<file path="src/fps_pkg.sv">
package fps_pkg;
    localparam int FPS_CLK_HZ = 10000000;
    localparam int FPS_ADDR_W = 9;
    localparam int FPS_DATA_W = 8;
    localparam int FPS_NS_PER_CLK = 1000000000 / FPS_CLK_HZ;
    // times in microseconds
    localparam int FPS_RISE_US = 10;
    localparam int FPS_DELAY_MIN_US = 10;
    localparam int FPS_PULSE_US = 100;
    localparam int FPS_TOTAL_US = 1000;
    localparam int FPS_SETTLE_US = 1;
    // least times round up to whole cycles
    localparam int FPS_RISE_CYC = (FPS_RISE_US * 1000 + FPS_NS_PER_CLK - 1) / FPS_NS_PER_CLK;
    localparam int FPS_DELAY_CYC =
        (FPS_DELAY_MIN_US * 1000 + FPS_NS_PER_CLK - 1) / FPS_NS_PER_CLK;
    localparam int FPS_PULSE_CYC = (FPS_PULSE_US * 1000 + FPS_NS_PER_CLK - 1) / FPS_NS_PER_CLK;
    localparam int FPS_SETTLE_CYC =
        (FPS_SETTLE_US * 1000 + FPS_NS_PER_CLK - 1) / FPS_NS_PER_CLK;
    localparam int FPS_MAX_PULSES = FPS_TOTAL_US / FPS_PULSE_US;
    localparam int FPS_TIMER_W = 16;
    localparam int FPS_CNT_W = 4;

    typedef enum logic [1:0] {
        FPS_SUPPLY_VERIFY,
        FPS_SUPPLY_PROGRAM
    } fps_supply_e;

    typedef struct packed {
        logic [FPS_ADDR_W-1:0] addr;
        logic [FPS_DATA_W-1:0] data;
    } fps_word_s;

    typedef struct packed {
        logic [FPS_ADDR_W-1:0] addr;
        logic [FPS_DATA_W-1:0] desired;
        logic [FPS_DATA_W-1:0] actual;
    } fps_result_s;
endpackage

</file>
<file path="src/fps_programmer.sv">
// Operation
// - each word starts with its binary address driven firmly on the address pins.
// - chip select is driven high and held there through the whole programming phase.
// - before the supply rises every output is left undriven, below the disable level.
// - the supply is raised to the programming level with a controlled rise time.
// - after the supply is up, at least the programming delay passes before any pulse.
// - one bit is programmed by a single enable pulse of 100 to 1000 us on its output.
// - further bits of the word are pulsed in turn, at least one delay apart.
// - one delay after the last pulse the supply is lowered to the verify level.
// - after lowering the supply chip select goes low and the word is read back.
// - failing bits are retried until they have had 1.0 ms of pulses, then rejected.
// - the total pulse time may be split into shorter pulses within the cumulative limit.
// - the sequence is repeated for every word that has bits to program.
module fps_programmer #(
    parameter int ADDR_W = fps_pkg::FPS_ADDR_W,
    parameter int DATA_W = fps_pkg::FPS_DATA_W,
    parameter int RISE_CYC = fps_pkg::FPS_RISE_CYC,
    parameter int DELAY_CYC = fps_pkg::FPS_DELAY_CYC,
    parameter int PULSE_CYC = fps_pkg::FPS_PULSE_CYC,
    parameter int MAX_PULSES = fps_pkg::FPS_MAX_PULSES
) (
    input wire logic mclk,
    input wire logic resetn,
    input wire logic reqValid,
    output logic reqReady,
    input wire fps_pkg::fps_word_s reqWord,
    output logic doneValid,
    output logic donePass,
    output fps_pkg::fps_result_s doneResult,
    output logic [ADDR_W-1:0] promAddr,
    output logic promSelect,
    output fps_pkg::fps_supply_e supplyLevel,
    output logic [DATA_W-1:0] promDataOut,
    output logic [DATA_W-1:0] promDataOe,
    input wire logic [DATA_W-1:0] promDataIn
);
    import fps_pkg::*;

    typedef enum logic [3:0] {
        IDLE, SETUP, RISE, WAITD, PULSE, GAP, FALL, SETTLE, CHECK
    } fps_state_e;

    logic rstMeta, rstSync;
    always_ff @(posedge mclk or negedge resetn) begin
        if (!resetn) begin
            rstMeta <= 1'b0;
            rstSync <= 1'b0;
        end else begin
            rstMeta <= 1'b1;
            rstSync <= rstMeta;
        end
    end

    fps_state_e state_reg, state_next;
    logic [FPS_TIMER_W-1:0] timer_reg, timer_next;
    logic [ADDR_W-1:0] addr_reg, addr_next;
    logic [DATA_W-1:0] want_reg, want_next;
    logic [DATA_W-1:0] todo_reg, todo_next;
    logic [$clog2(DATA_W)-1:0] bit_reg, bit_next;
    logic [FPS_CNT_W-1:0] pass_reg, pass_next;
    logic sel_reg, sel_next;
    logic hv_reg, hv_next;
    logic [DATA_W-1:0] oe_reg, oe_next;
    logic dv_reg, dv_next;
    logic dp_reg, dp_next;
    logic [DATA_W-1:0] act_reg, act_next;
    logic [DATA_W-1:0] pend;
    logic [DATA_W-1:0] lowMask;
    logic anyPend;

    // pending bits at or above the current one, lowest first
    genvar gi;
    generate
        for (gi = 0; gi < DATA_W; gi++) begin : g_mask
            assign lowMask[gi] = (gi >= int'(bit_reg));
        end
    endgenerate
    assign pend = todo_reg & lowMask;
    assign anyPend = |pend;

    function automatic logic [$clog2(DATA_W)-1:0] firstSet(input logic [DATA_W-1:0] v);
        logic [$clog2(DATA_W)-1:0] r;
        r = '0;
        for (int i = DATA_W - 1; i >= 0; i--) begin
            if (v[i]) begin
                r = i[$clog2(DATA_W)-1:0];
            end
        end
        return r;
    endfunction

    always_comb begin
        state_next = state_reg;
        timer_next = (timer_reg != '0) ? timer_reg - 1'b1 : timer_reg;
        addr_next = addr_reg;
        want_next = want_reg;
        todo_next = todo_reg;
        bit_next = bit_reg;
        pass_next = pass_reg;
        sel_next = sel_reg;
        hv_next = hv_reg;
        oe_next = oe_reg;
        dv_next = 1'b0;
        dp_next = dp_reg;
        act_next = act_reg;
        unique case (state_reg)
            IDLE: begin
                if (reqValid) begin
                    addr_next = reqWord.addr;
                    want_next = reqWord.data;
                    todo_next = ~reqWord.data;
                    pass_next = '0;
                    if (reqWord.data == {DATA_W{1'b1}}) begin
                        state_next = SETTLE;
                        timer_next = FPS_TIMER_W'(FPS_SETTLE_CYC);
                        sel_next = 1'b0;
                    end else begin
                        state_next = SETUP;
                        sel_next = 1'b1;
                        timer_next = FPS_TIMER_W'(DELAY_CYC);
                    end
                end
            end
            SETUP: begin
                oe_next = '0;
                if (timer_reg == '0) begin
                    hv_next = 1'b1;
                    timer_next = FPS_TIMER_W'(RISE_CYC);
                    state_next = RISE;
                end
            end
            RISE: begin
                if (timer_reg == '0) begin
                    timer_next = FPS_TIMER_W'(DELAY_CYC);
                    bit_next = '0;
                    state_next = WAITD;
                end
            end
            WAITD: begin
                if (timer_reg == '0) begin
                    if (anyPend) begin
                        bit_next = firstSet(pend);
                        oe_next = '0;
                        oe_next[firstSet(pend)] = 1'b1;
                        timer_next = FPS_TIMER_W'(PULSE_CYC);
                        state_next = PULSE;
                    end else begin
                        hv_next = 1'b0;
                        timer_next = FPS_TIMER_W'(RISE_CYC);
                        state_next = FALL;
                    end
                end
            end
            PULSE: begin
                if (timer_reg == '0) begin
                    oe_next = '0;
                    timer_next = FPS_TIMER_W'(DELAY_CYC);
                    bit_next = bit_reg + 1'b1;
                    state_next = (int'(bit_reg) == DATA_W - 1) ? GAP : WAITD;
                end
            end
            GAP: begin
                // last bit pulsed: hold one delay then lower supply
                if (timer_reg == '0) begin
                    hv_next = 1'b0;
                    timer_next = FPS_TIMER_W'(RISE_CYC);
                    state_next = FALL;
                end
            end
            FALL: begin
                if (timer_reg == '0) begin
                    sel_next = 1'b0;
                    timer_next = FPS_TIMER_W'(FPS_SETTLE_CYC);
                    state_next = SETTLE;
                end
            end
            SETTLE: begin
                if (timer_reg == '0) begin
                    act_next = promDataIn;
                    state_next = CHECK;
                end
            end
            CHECK: begin
                // only zero bits still reading one are retried; a one read as zero is fatal
                todo_next = ~want_reg & act_reg;
                pass_next = pass_reg + 1'b1;
                if (act_reg == want_reg) begin
                    dv_next = 1'b1;
                    dp_next = 1'b1;
                    sel_next = 1'b1;
                    state_next = IDLE;
                end else if (((want_reg & ~act_reg) != '0) ||
                             (int'(pass_reg) + 1 >= MAX_PULSES)) begin
                    dv_next = 1'b1;
                    dp_next = 1'b0;
                    sel_next = 1'b1;
                    state_next = IDLE;
                end else begin
                    sel_next = 1'b1;
                    timer_next = FPS_TIMER_W'(DELAY_CYC);
                    state_next = SETUP;
                end
            end
            default: state_next = IDLE;
        endcase
    end

    always_ff @(posedge mclk or negedge rstSync) begin
        if (!rstSync) begin
            state_reg <= IDLE;
            timer_reg <= '0;
            addr_reg <= '0;
            want_reg <= '1;
            todo_reg <= '0;
            bit_reg <= '0;
            pass_reg <= '0;
            sel_reg <= 1'b1;
            hv_reg <= 1'b0;
            oe_reg <= '0;
            dv_reg <= 1'b0;
            dp_reg <= 1'b0;
            act_reg <= '1;
        end else begin
            state_reg <= state_next;
            timer_reg <= timer_next;
            addr_reg <= addr_next;
            want_reg <= want_next;
            todo_reg <= todo_next;
            bit_reg <= bit_next;
            pass_reg <= pass_next;
            sel_reg <= sel_next;
            hv_reg <= hv_next;
            oe_reg <= oe_next;
            dv_reg <= dv_next;
            dp_reg <= dp_next;
            act_reg <= act_next;
        end
    end

    assign reqReady = (state_reg == IDLE);
    assign doneValid = dv_reg;
    assign donePass = dp_reg;
    assign doneResult = '{addr: addr_reg, desired: want_reg, actual: act_reg};
    assign promAddr = addr_reg;
    assign promSelect = sel_reg;
    assign supplyLevel = hv_reg ? FPS_SUPPLY_PROGRAM : FPS_SUPPLY_VERIFY;
    // driven level is the program level; driver absent means disabled
    assign promDataOut = oe_reg;
    assign promDataOe = oe_reg;
endmodule

</file>
<file path="config.mk">
export PLATFORM = sky130hd
export DESIGN_NAME = fps_programmer
export DESIGN_NICKNAME = d
export VERILOG_FILES = /design/src/fps_pkg.sv /design/src/fps_programmer.sv
export SDC_FILE = /design/constraint.sdc
export NUM_CORES = 1
export LEC_CHECK = 0
export BUFFER_PORTS_ARGS = -buffer_cell sky130_fd_sc_hd__buf_2
export CAP_MARGIN = 20
export CORE_MARGIN = 2
export CORE_UTILIZATION = 56
export DETAILED_ROUTE_END_ITERATION = 16
export GPL_TIMING_DRIVEN = 0
export PLACE_DENSITY = 0.8
export SLEW_MARGIN = 5
export SYNTH_ARGS = -nofsm -noshare
export SYNTH_HDL_FRONTEND = slang
export SYNTH_SLANG_ARGS = --single-unit
export TNS_END_PERCENT = 50
</file>
<file path="constraint.sdc">
create_clock -name mclk -period 2.8 [get_ports mclk]
set_input_delay 0.14 -clock mclk [delete_from_list [all_inputs] [get_ports mclk]]
set_output_delay 0.14 -clock mclk [all_outputs]
set_load 0.02 [all_outputs]
</file>
== Word level (Yosys, flattened, before mapping) ==
Index checks and enable logic that the tools add are counted.

* Bitwise logic cells: 6
* Magnitude comparators: 10
* Reductions and logical operators: 23
* $add $sub $neg: 4
* Eq/ne operators: 21
* Mux-type cells: 62

{| class="wikitable"
|+ Operator list
! cell !! count
|-
| two-way mux 16 bit || 7
|-
| one-hot mux 16 bit (5 select lines) || 1
|-
| two-way mux 3 bit || 15
|-
| two-way mux 4 bit || 9
|-
| one-hot mux 4 bit (9 select lines) || 1
|-
| two-way mux 8 bit || 4
|-
| bitwise AND 8 bit || 3
|-
| inverter 8 bit || 3
|-
| one-hot mux 8 bit (3 select lines) || 1
|-
| != test 2 bit, second input constant || 10
|-
| == test 4 x 3 -> 1 bit, second input constant || 4
|-
| zero test 16 bit || 1
|-
| one-hot mux 8 bit (2 select lines) || 1
|-
| nonzero test 16 bit || 1
|-
| subtractor 16 x 1 -> 16 bit, second input constant || 1
|-
| two-way mux 1 bit || 15
|-
| nonzero test 3 bit || 4
|-
| two-way mux 10 bit || 1
|-
| AND reduction 5 bit || 2
|-
| greater-or-equal comparator 3 bit, first input constant || 3
|-
| one-hot mux 3 bit (3 select lines) || 1
|-
| == test 4 x 2 -> 1 bit, second input constant || 2
|-
| == test 8 bit || 1
|-
| == test 8 bit, second input constant || 1
|-
| other kinds (27) || 34
|}

* Logic and storage cells: 141
* Output and inout port bits: 56
* Bits in registers: 74

== Depth between registers and ports, before layout ==
Gate-level depths: netlist of run 1.

* Word-level depth: 20
* Depth in mapped cells: 9
* Depth with buffers taken out: 8

== Worst setup path after synthesis of run 1 ==
OpenSTA, ideal clock, no wires.

* Path type: register to register
* From: reg bit_reg[0]
* To: reg oe_reg[2] (netlist: promDataOe[2])
* Clock period less this slack: 2.387 ns
* Required time: 2.675 ns
* Slack: 0.413 ns
* Stages on the path, launching flop included: 10
* Path buffers: 1
* Setup time: 0.125 ns
* Arrival: 2.262 ns
* Cell sequence: dfrtp_1 > inv_1 > ha_1 > and3b_1 > o31ai_4 > nor2_2 > and3b_1 > buf_6 > o41ai_4 > mux2_4

* Longest elaborated chain between the ends: 19

{| class="wikitable"
|+ Ends and longest elaborated chain
! element !! line !! source
|-
| from (decl) || fps_programmer.sv:59 || <nowiki>logic [$clog2(DATA_W)-1:0] bit_reg, bit_next;</nowiki>
|-
| from (signal assigned) || fps_programmer.sv:229 || <nowiki>bit_reg <= bit_next;</nowiki>
|-
| greater-or-equal comparator 3 bit || fps_programmer.sv:75 || <nowiki>assign lowMask[gi] = (gi >= int'(bit_reg));</nowiki>
|-
| bitwise AND 8 bit * || fps_programmer.sv:78 || <nowiki>assign pend = todo_reg & lowMask;</nowiki>
|-
| two-way mux 3 bit (7 in a row) || fps_programmer.sv:85 || <nowiki>if (v[i]) begin</nowiki>
|-
| two-way mux 3 bit (2 in a row) || - ||
|-
| two-way mux 3 bit || fps_programmer.sv:106 || <nowiki>unique case (state_reg)</nowiki>
|-
| < comparator 3 x 4 -> 1 bit (not written as such) or greater-or-equal comparator 3 x 1 -> 1 bit (tied branches) || fps_programmer.sv:144 || <nowiki>oe_next[firstSet(pend)] = 1'b1;</nowiki>
|-
| logical AND 1 bit (not written as such) || fps_programmer.sv:144 ||
|-
| two-way mux 1 bit (not written as such) || fps_programmer.sv:144 ||
|-
| demux 1 bit (select 3 bit) || fps_programmer.sv:144 ||
|-
| two-way mux 8 bit || fps_programmer.sv:141 || <nowiki>if (anyPend) begin</nowiki>
|-
| two-way mux 8 bit || fps_programmer.sv:140 || <nowiki>if (timer_reg == '0) begin</nowiki>
|-
| one-hot mux 8 bit (3 select lines) || fps_programmer.sv:106 ||
|-
| to (signal assigned) || fps_programmer.sv:233 || <nowiki>oe_reg <= oe_next;</nowiki>
|-
| to (decl) || fps_programmer.sv:63 || <nowiki>logic [DATA_W-1:0] oe_reg, oe_next;</nowiki>
|}

Mark *: on every way between the ends. The rest lies on a longest branch, timed or not. The select of a mux whose other input is x is not followed.
A chain may end at the register's enable or synchronous reset.

== Worst setup path after layout of run 1 ==
* From: reg timer_reg[6]
* To: reg bit_reg[2]

* Longest elaborated chain between the ends: 3

{| class="wikitable"
|+ Ends and longest elaborated chain
! element !! line !! source
|-
| from (decl) || fps_programmer.sv:55 || <nowiki>logic [FPS_TIMER_W-1:0] timer_reg, timer_next;</nowiki>
|-
| from (signal assigned) || fps_programmer.sv:225 || <nowiki>timer_reg <= timer_next;</nowiki>
|-
| zero test 16 bit * || fps_programmer.sv:133, fps_programmer.sv:140, fps_programmer.sv:155 ||
|-
| != test 2 bit (no source line) || - ||
|-
| AND reduction 5 bit (no source line) * || - ||
|}

Mark *: on every way between the ends. The rest lies on a longest branch, timed or not.

==> reports/metrics.yaml, run 1 <==
status:
  run_status: "complete, no violations"
sta:
  setup_viol: 0
  fin_tns_setup_ns: 0
  final_max_slew_viol_count: 0
  slew_headroom_pct: 52.1
  worst_slew_pin_slew_ns: 0.715
  fin_ws_ns: 0.157
  hold_violations: 0
  skew_ns: 0.00786
  period_share_pct: 94.4
  max_freq_mhz: 378
  fin_crit_ns: 2.64
  rsz0062_at_grt: "true"
critical_path:
  slowest_stage: "or4b_1"
  cp_data_required_time_ns: 3.05
  end_kind: "flip-flop"
  ff2ff_setup_slack_ns: 0.16
  startpoint_type: "flip-flop"
  critPathKind: "flip-flop to flip-flop"
  reg2reg_to: "bit_reg[2]"
  crit_end: "bit_reg[2]"
  critical_path.startpoint: "timer_reg[6]"
  arrival_ns: 2.89
  crit_path_max_fanout: 6
  crit_chain: "nor4_2 > nand4_2 > or4b_1 > o21ai_1 > mux2_1"
  reg2reg_from: "timer_reg[6]"
  cpPeakStageDelay_ns: 0.61
  r2r_cells: 5
layout:
  final_cell_mix: "buf_2, dfrtp_1, nor2_1"
  largest_register_ffs: 16
  final_nets: 616
  area_growth_pct: 21.9
  final_common_cell: "buf_2"
  drive_above_1_share_pct: 27.1
  stdcell_area_um2: 5450
  num_antenna_cells: 0
  fin_cells: 670
  fin_util_pct: 70.5
synthesis:
  yosysUniqueCellTypes: 72
  async_reset_ff_share_pct: 100
  seq_area_frac_synth_pct: 41.9
  synth_top_area_share_pct: 31.9
  synth_seq_cells: 74
  synth_nets: 504
  netlist_area_um2: 4470
  syn_inst: 451
  synthFlopType: "dfrtp_1"
  synthTopCellsByArea: "dfrtp_1, dfstp_2, ha_1"
  synth_largest_area_cell: "dfrtp_1"
  synth_warnings: 0
  synth_edf_count: 0
  syn_avg_cell_area_um2: 9.91
clocking:
  h-tree-depth: 3
  tritoncts: "yes"
  path_clk_slew_ns: 0.08
  cts_buffers: 9
  cts.sinks: 74
  clockBufferDepth: 2
  clk_latency_ns: 0.36
  cts-root-buf: "clkbuf_8"
placement:
  hpwl_mm: 7.58
  place_worst_setup_slack_ns: 0.0635
  placedCellCount: 636
  gp_congestion: 0.898
  placed_area_um2: 5040
  portBuffers: 82
global_route:
  grt_pass1_vias: 3733
  track_usage_pct: 26.3
  antenna_found_initial: 0
  overflow: 0
  grt_pass1_wl_mm: 18.0
  grt_max_degree: 57
routing:
  vias: 3866
  ant_nets: 0
  firstDrtPassIters: 6
  vias_per_cell: 5.77
  dr.first_iter.drc_count: 272
  avgRoutedWirePerCell_um: 15.9
  drc: 0
  drt_wl_total_mm: 10.7
floorplan:
  dieArea_um2: 8710
  fp.dieH_um: 93.4
  pin_count: 84
  rows: 32
  initial_core_util_pct: 57.9
  fp.dieW_um: 93.4
  core_um2: 7730
run:
  cap_violations: 0
power_and_ir_drop:
  p_leak_nw: 2.65
  ir_drop_mv: 0.306
  powerDensity_nw_per_um2: 445
hold_path:
  hp-class: "input port to flip-flop"
## power by group
part	switching, mW	total, mW	internal (mW)
clock	0.416	0.905	0.489
sequential	0.0782	1.21	1.13
combinational	0.163	0.311	0.148
## how the worst min path moves through the flow
stage / cells past startpoint / endpoint / startpoint
final: 2 / want_reg[4] / reqWord[4]
after global routing: 2 / want_reg[3] / reqWord[3]
after CTS: 2 / want_reg[5] / reqWord[5]
after detailed placement: 1 / rstMeta / resetn
after global placement: 1 / rstSync / resetn
after floorplan: 0 / rstMeta / resetn
## layout make-up
cell class	instances	area (um^2)
Tap cell	102	128
Clock buffer	12	166
Sequential cell	74	1880
Clock inverter	4	48.8
Multi-Input combinational cell	316	2300
Inverter	25	93.8
Timing Repair Buffer	101	618
Fill cell	571	2280
Buffer	36	218
## cell usage after synthesis, drive strengths merged (3+ instances only)
cell type  number
dfrtp          57
nor2           41
nand2          33
o21ai          28
buf            25
ha             25
inv            25
mux2           23
dfstp          17
nand2b         13
a21oi          12
clkbuf         11
xnor2          11
nor3           10
nor4           10
a221o           9
nand3           9
or3             7
nand4           6
o2bb2ai         5
o31ai           5
xor2            5
a211oi          4
a21o            3
a22oi           3
a31oi           3
mux2i           3
nor2b           3
o21a            3
o21bai          3
## worst max-delay path, delay by kind of cell, from the launching register on
kind             cells  cell delay (ns)
AND/OR/NAND/NOR      3             1.45
AO/OA/AOI/OAI        1             0.27
multiplexers         1             0.35
flip-flops           1             0.46
## routing by layer
layer  GRT usage (%)  vias to the layer above  wire (um)
met5               0                        -          0
met4            11.0                        0        229
met3            3.87                       24        574
met2            41.9                      159       5150
met1            36.0                     1865       4730
li1                -                     1818          -
## timing repair
action	in CTS	in global routing
gates resized for setup	0	2
endpoints found under the hold margin	19	0
hold buffers	18	0
setup endpoints to repair	0	14
setup buffers	0	0
## through the flow
step                power, mW  hold slack (ns)
floorplan                1.42           -0.156
global placement         1.49          -0.0746
detailed placement       1.51          -0.0689
CTS                      2.43           0.0253
global route             2.54           0.0375
finish                   2.42           0.0399
## logic make-up (layout without fill, tap and decap cells)
logic type	after synthesis	after routing	synth area share [%]
and+or+nand+nor	148	148	17.4
AOI/OAI and AO/OA	99	99	16.7
DFF	74	74	41.9
buffers and inverters	61	178	6.97
muxes	26	26	6.80
adders and majority gates	25	25	7.00
xor gates and xnor gates	16	16	3.13
other	2	2	0.168
Power figures use the tool's default switching activity.
==> run 2: changes to the inputs <==
==> constraint.sdc (replaced) <==
create_clock -name mclk -period 2.8 [get_ports mclk]
set_input_delay 0.56 -clock mclk [delete_from_list [all_inputs] [get_ports mclk]]
set_output_delay 0.56 -clock mclk [all_outputs]
set_load 0.02 [all_outputs]
==> reports/metrics.yaml, run 2 (synthesis gave the netlist of run 1 again) <==
layout:
  largest_register_ffs: 16
  drive_above_1_share_pct: 27.9
  area_growth_pct: 18.1
  final_nets: 599
  num_antenna_cells: 0
  final_cell_mix: "buf_2, dfrtp_1, nor2_1"
  stdcell_area_um2: 5280
  final_common_cell: "buf_2"
run:
  cap_violations: 0
clocking:
  cts-root-buf: "clkbuf_8"
  cts_setup_buffers: 0
  cts_buffers: 9
  path_clk_slew_ns: 0.08
  clk_latency_ns: 0.36
  tritoncts: "yes"
  cts.sinks: 74
  clockBufferDepth: 2
  h-tree-depth: 3
global_route:
  grt_pass1_vias: 3602
  overflow: 0
  grt_pass1_wl_mm: 17.4
  track_usage_pct: 25.4
  antenna_found_initial: 0
  grt_max_degree: 57
power_and_ir_drop:
  powerDensity_nw_per_um2: 455
  p_leak_nw: 2.58
  ir_drop_mv: 0.306
critical_path:
  cp_data_required_time_ns: 3.05
  crit_chain: "nor4_2 > nand4_2 > or4b_1 > o21ai_1 > mux2_1"
  arrival_ns: 2.88
  crit_family: "simple AND/OR/NAND/NOR gates"
  cp_num_buf_inv: 0
  startpoint_type: "flip-flop"
  cpPeakStageDelay_ns: 0.60
  slowest_stage: "or4b_1"
  crit_path_max_fanout: 6
  critPathKind: "flip-flop to flip-flop"
  end_kind: "flip-flop"
placement:
  gp_congestion: 0.898
  portBuffers: 82
  hpwl_mm: 7.58
  placed_area_um2: 5040
sta:
  slew_headroom_pct: 51.7
  setup_viol: 0
  final_max_slew_viol_count: 0
  fin_crit_ns: 2.64
  skew_ns: 0.00852
  rsz0062_at_grt: "true"
  fin_tns_setup_ns: 0
  worst_slew_pin_slew_ns: 0.722
  period_share_pct: 94.1
  hold_violations: 0
  max_freq_mhz: 379
floorplan:
  initial_core_util_pct: 57.9
  fp.dieH_um: 93.4
  fp.dieW_um: 93.4
  dieArea_um2: 8710
  pin_count: 84
  core_um2: 7730
  rows: 32
routing:
  avgRoutedWirePerCell_um: 15.7
  dr.first_iter.drc_count: 259
  ant_nets: 0
  vias: 3719
  firstDrtPassIters: 7
  drc: 0
  vias_per_cell: 5.70
  drt_wl_total_mm: 10.3
hold_path:
  hp-class: "flip-flop to asynchronous set/reset pin"
status:
  run_status: "complete, no violations"
==> run 2: power breakdown <==
group / switching, mW / internal [mW] / total, mW
Clock: 0.414 / 0.489 / 0.903
Combinational: 0.159 / 0.133 / 0.292
Sequential: 0.0779 / 1.13 / 1.21
Total: 0.651 / 1.75 / 2.40
==> run 2: final timing paths <==
kind,startpoint,endpoint,slack (ns),depth (start not counted)
min in group mclk,rstMeta,rstSync,0.37,0
worst max-delay path,timer_reg[6],bit_reg[2],0.16,5
worst min register to register,rstSync,promAddr[4],0.20,0
max in group asynchronous,rstSync,want_reg[0],2.00,1
worst min-delay path,rstSync,promAddr[4],0.20,0
worst max register to register,timer_reg[6],bit_reg[2],0.16,5
==> run 2: what timing repair did <==
action / 4_1_cts / 5_1_grt
endpoints found under the setup margin: 0 / 15
gates resized for setup: 0 / 2
hold buffers: 1 / 0
endpoints found under the hold margin: 2 / 0
==> run 2: area by class of cell <==
type / count / area [um^2]
buffer: 36 / 218
clock buffer: 12 / 166
tap: 102 / 128
multi-input combinational: 316 / 2300
timing repair buffer: 84 / 448
fill: 599 / 2450
inverter: 25 / 93.8
clock inverter: 4 / 48.8
sequential: 74 / 1880
==> run 2: routing by layer <==
layer  vias up  wire (um)  share of wire (%)  GRT usage (%)
met5         -          0                  0              0
met4         0        209                2.0           9.80
met1      1792       4740                 46           35.5
met3        21        453                4.4           3.71
li1       1787          -                  -              -
met2       119       4850                 47           40.0
==> run 2: through the flow <==
step | hold slack [ns] | total power, mW | std cells | setup slack [ns] | utilization (%)
after floorplan | 0.264 | 1.42 | 451 | 0.413 | -
after global placement | 0.337 | 1.49 | 635 | -0.209 | 64.8
after detailed placement | 0.204 | 1.51 | 636 | 0.0635 | 65.2
after CTS | 0.212 | 2.41 | 653 | 0.0378 | 68.1
after global routing | 0.230 | 2.52 | 653 | -0.0107 | 68.3
final | 0.201 | 2.40 | 653 | 0.164 | 68.3
==> run 3: changes to the inputs <==
MAX_ROUTING_LAYER = met4   (was not set)
==> reports/metrics.yaml, run 3 (synthesis gave the netlist of run 1 again) <==
routing:
  dr.first_iter.drc_count: 306
  vias_per_cell: 5.68
  drc: 0
  drt_wl_total_mm: 10.2
  firstDrtPassIters: 5
  avgRoutedWirePerCell_um: 15.7
  ant_nets: 0
  vias: 3709
critical_path:
  startpoint_type: "flip-flop"
  arrival_ns: 2.88
  crit_family: "simple AND/OR/NAND/NOR gates"
  slowest_stage: "or4b_1"
  crit_path_max_fanout: 6
  end_kind: "flip-flop"
  reg2reg_from: "timer_reg[6]"
  critical_path.startpoint: "timer_reg[6]"
  cp_data_required_time_ns: 3.04
  cp_num_buf_inv: 0
  worst-path-stages: 5
  crit_chain: "nor4_2 > nand4_2 > or4b_1 > o21ai_1 > mux2_1"
  cpPeakStageDelay_ns: 0.61
  r2r_cells: 5
  critPathKind: "flip-flop to flip-flop"
global_route:
  grt_pass1_wl_mm: 17.4
  antenna_found_initial: 0
  overflow: 0
  grt_pass1_vias: 3593
  grt_max_degree: 57
  track_usage_pct: 26.1
clocking:
  cts-root-buf: "clkbuf_8"
  cts_setup_buffers: 0
  cts.sinks: 74
  cts_buffers: 9
  clockBufferDepth: 2
  tritoncts: "yes"
  path_clk_slew_ns: 0.08
  clk_latency_ns: 0.36
  h-tree-depth: 3
power_and_ir_drop:
  p_int_mw: 1.75
  power_frac_comb_pct: 12.2
  swShare_pct: 27.0
  p_total_mw: 2.40
  seqPwrFrac_pct: 50.3
  powerDensity_nw_per_um2: 455
  p_leak_nw: 2.58
  power_frac_clock_pct: 37.5
  p_sw_mw: 0.649
  ir_drop_mv: 0.306
floorplan:
  rows: 32
  dieArea_um2: 8710
  initial_core_util_pct: 57.9
  core_um2: 7730
  fp.dieH_um: 93.4
  fp.dieW_um: 93.4
  pin_count: 84
layout:
  final_cell_mix: "buf_2, dfrtp_1, nor2_1"
  final_common_cell: "buf_2"
  area_growth_pct: 18.1
  largest_register_ffs: 16
  num_antenna_cells: 0
  fin_util_pct: 68.3
  drive_above_1_share_pct: 27.9
  final_nets: 599
run:
  cap_violations: 0
sta:
  hold_violations: 0
  final_max_slew_viol_count: 0
  max_freq_mhz: 379
  setup_viol: 0
  fin_crit_ns: 2.64
  slew_headroom_pct: 51.0
  whs_ns: 0.203
  period_share_pct: 94.2
  rsz0062_at_grt: "true"
  worst_slew_pin_slew_ns: 0.734
  skew_ns: 0.00975
  fin_tns_setup_ns: 0
placement:
  gp_congestion: 0.913
  portBuffers: 82
  hpwl_mm: 7.58
status:
  run_status: "complete, no violations"
hold_path:
  hp-class: "flip-flop to asynchronous set/reset pin"
## run 3: cell counts in the layout (fill, tap and decap cells not counted)
Identical to the previous run, type by type.
## run 3: final cells by class
class,count,area [um^2]
clock inverter,4,48.8
sequential,74,1880
tap,102,128
fill,599,2450
inverter,25,93.8
buffer,36,218
multi-input combinational,316,2300
clock buffer,12,166
timing repair buffer,84,448
## run 3: final timing paths
kind	to	slack, ns
max	bit_reg[2]	0.16
min	promAddr[4]	0.20
max in group asynchronous	want_reg[0]	2.00
min reg2reg	promAddr[4]	0.20
min in group mclk	rstSync	0.37
max reg2reg	bit_reg[2]	0.16
## run 3: per-stage QoR
stage | instance area, um^2 | instances | setup WS (ns)
after CTS | 5270 | 653 | 0.0378
final | 5280 | 653 | 0.161
after global routing | 5280 | 653 | -0.0132
after floorplan | 4470 | 451 | 0.413
after global placement | 5010 | 635 | -0.209
after detailed placement | 5040 | 636 | 0.0635
## run 3: worst reg2reg max path: cells and delay by family, from the launching register on
kind,cells,cell delay (ns)
flip-flops,1,0.46
multiplexers,1,0.35
AND/OR/NAND/NOR,3,1.46
AO/OA/AOI/OAI,1,0.27
## run 3: layer usage
metal	vias up	wire (um)	GRT usage [%]	part of all wire, %
li1	1785	-	-	-
met1	1774	4630	35.3	45
met2	127	4870	40.3	48
met3	23	536	3.46	5.2
met4	0	202	9.80	2.0
met5	-	0	-	0
## run 3: power by group through the flow
stage                     Combinational (mW)  Sequential [mW]  Clock, mW
after floorplan                        0.205             1.22          0
after global placement                 0.258             1.24          0
after detailed placement               0.284             1.23          0
final                                  0.292             1.21      0.901
after CTS                              0.288             1.21      0.914
after global routing                   0.326             1.22      0.973
## run 3: repair_timing
item | in CTS | in global routing
resized for setup | 0 | 2
endpoints found under the hold margin | 2 | 0
endpoints found under the setup margin | 0 | 15
hold buffers | 1 | 0
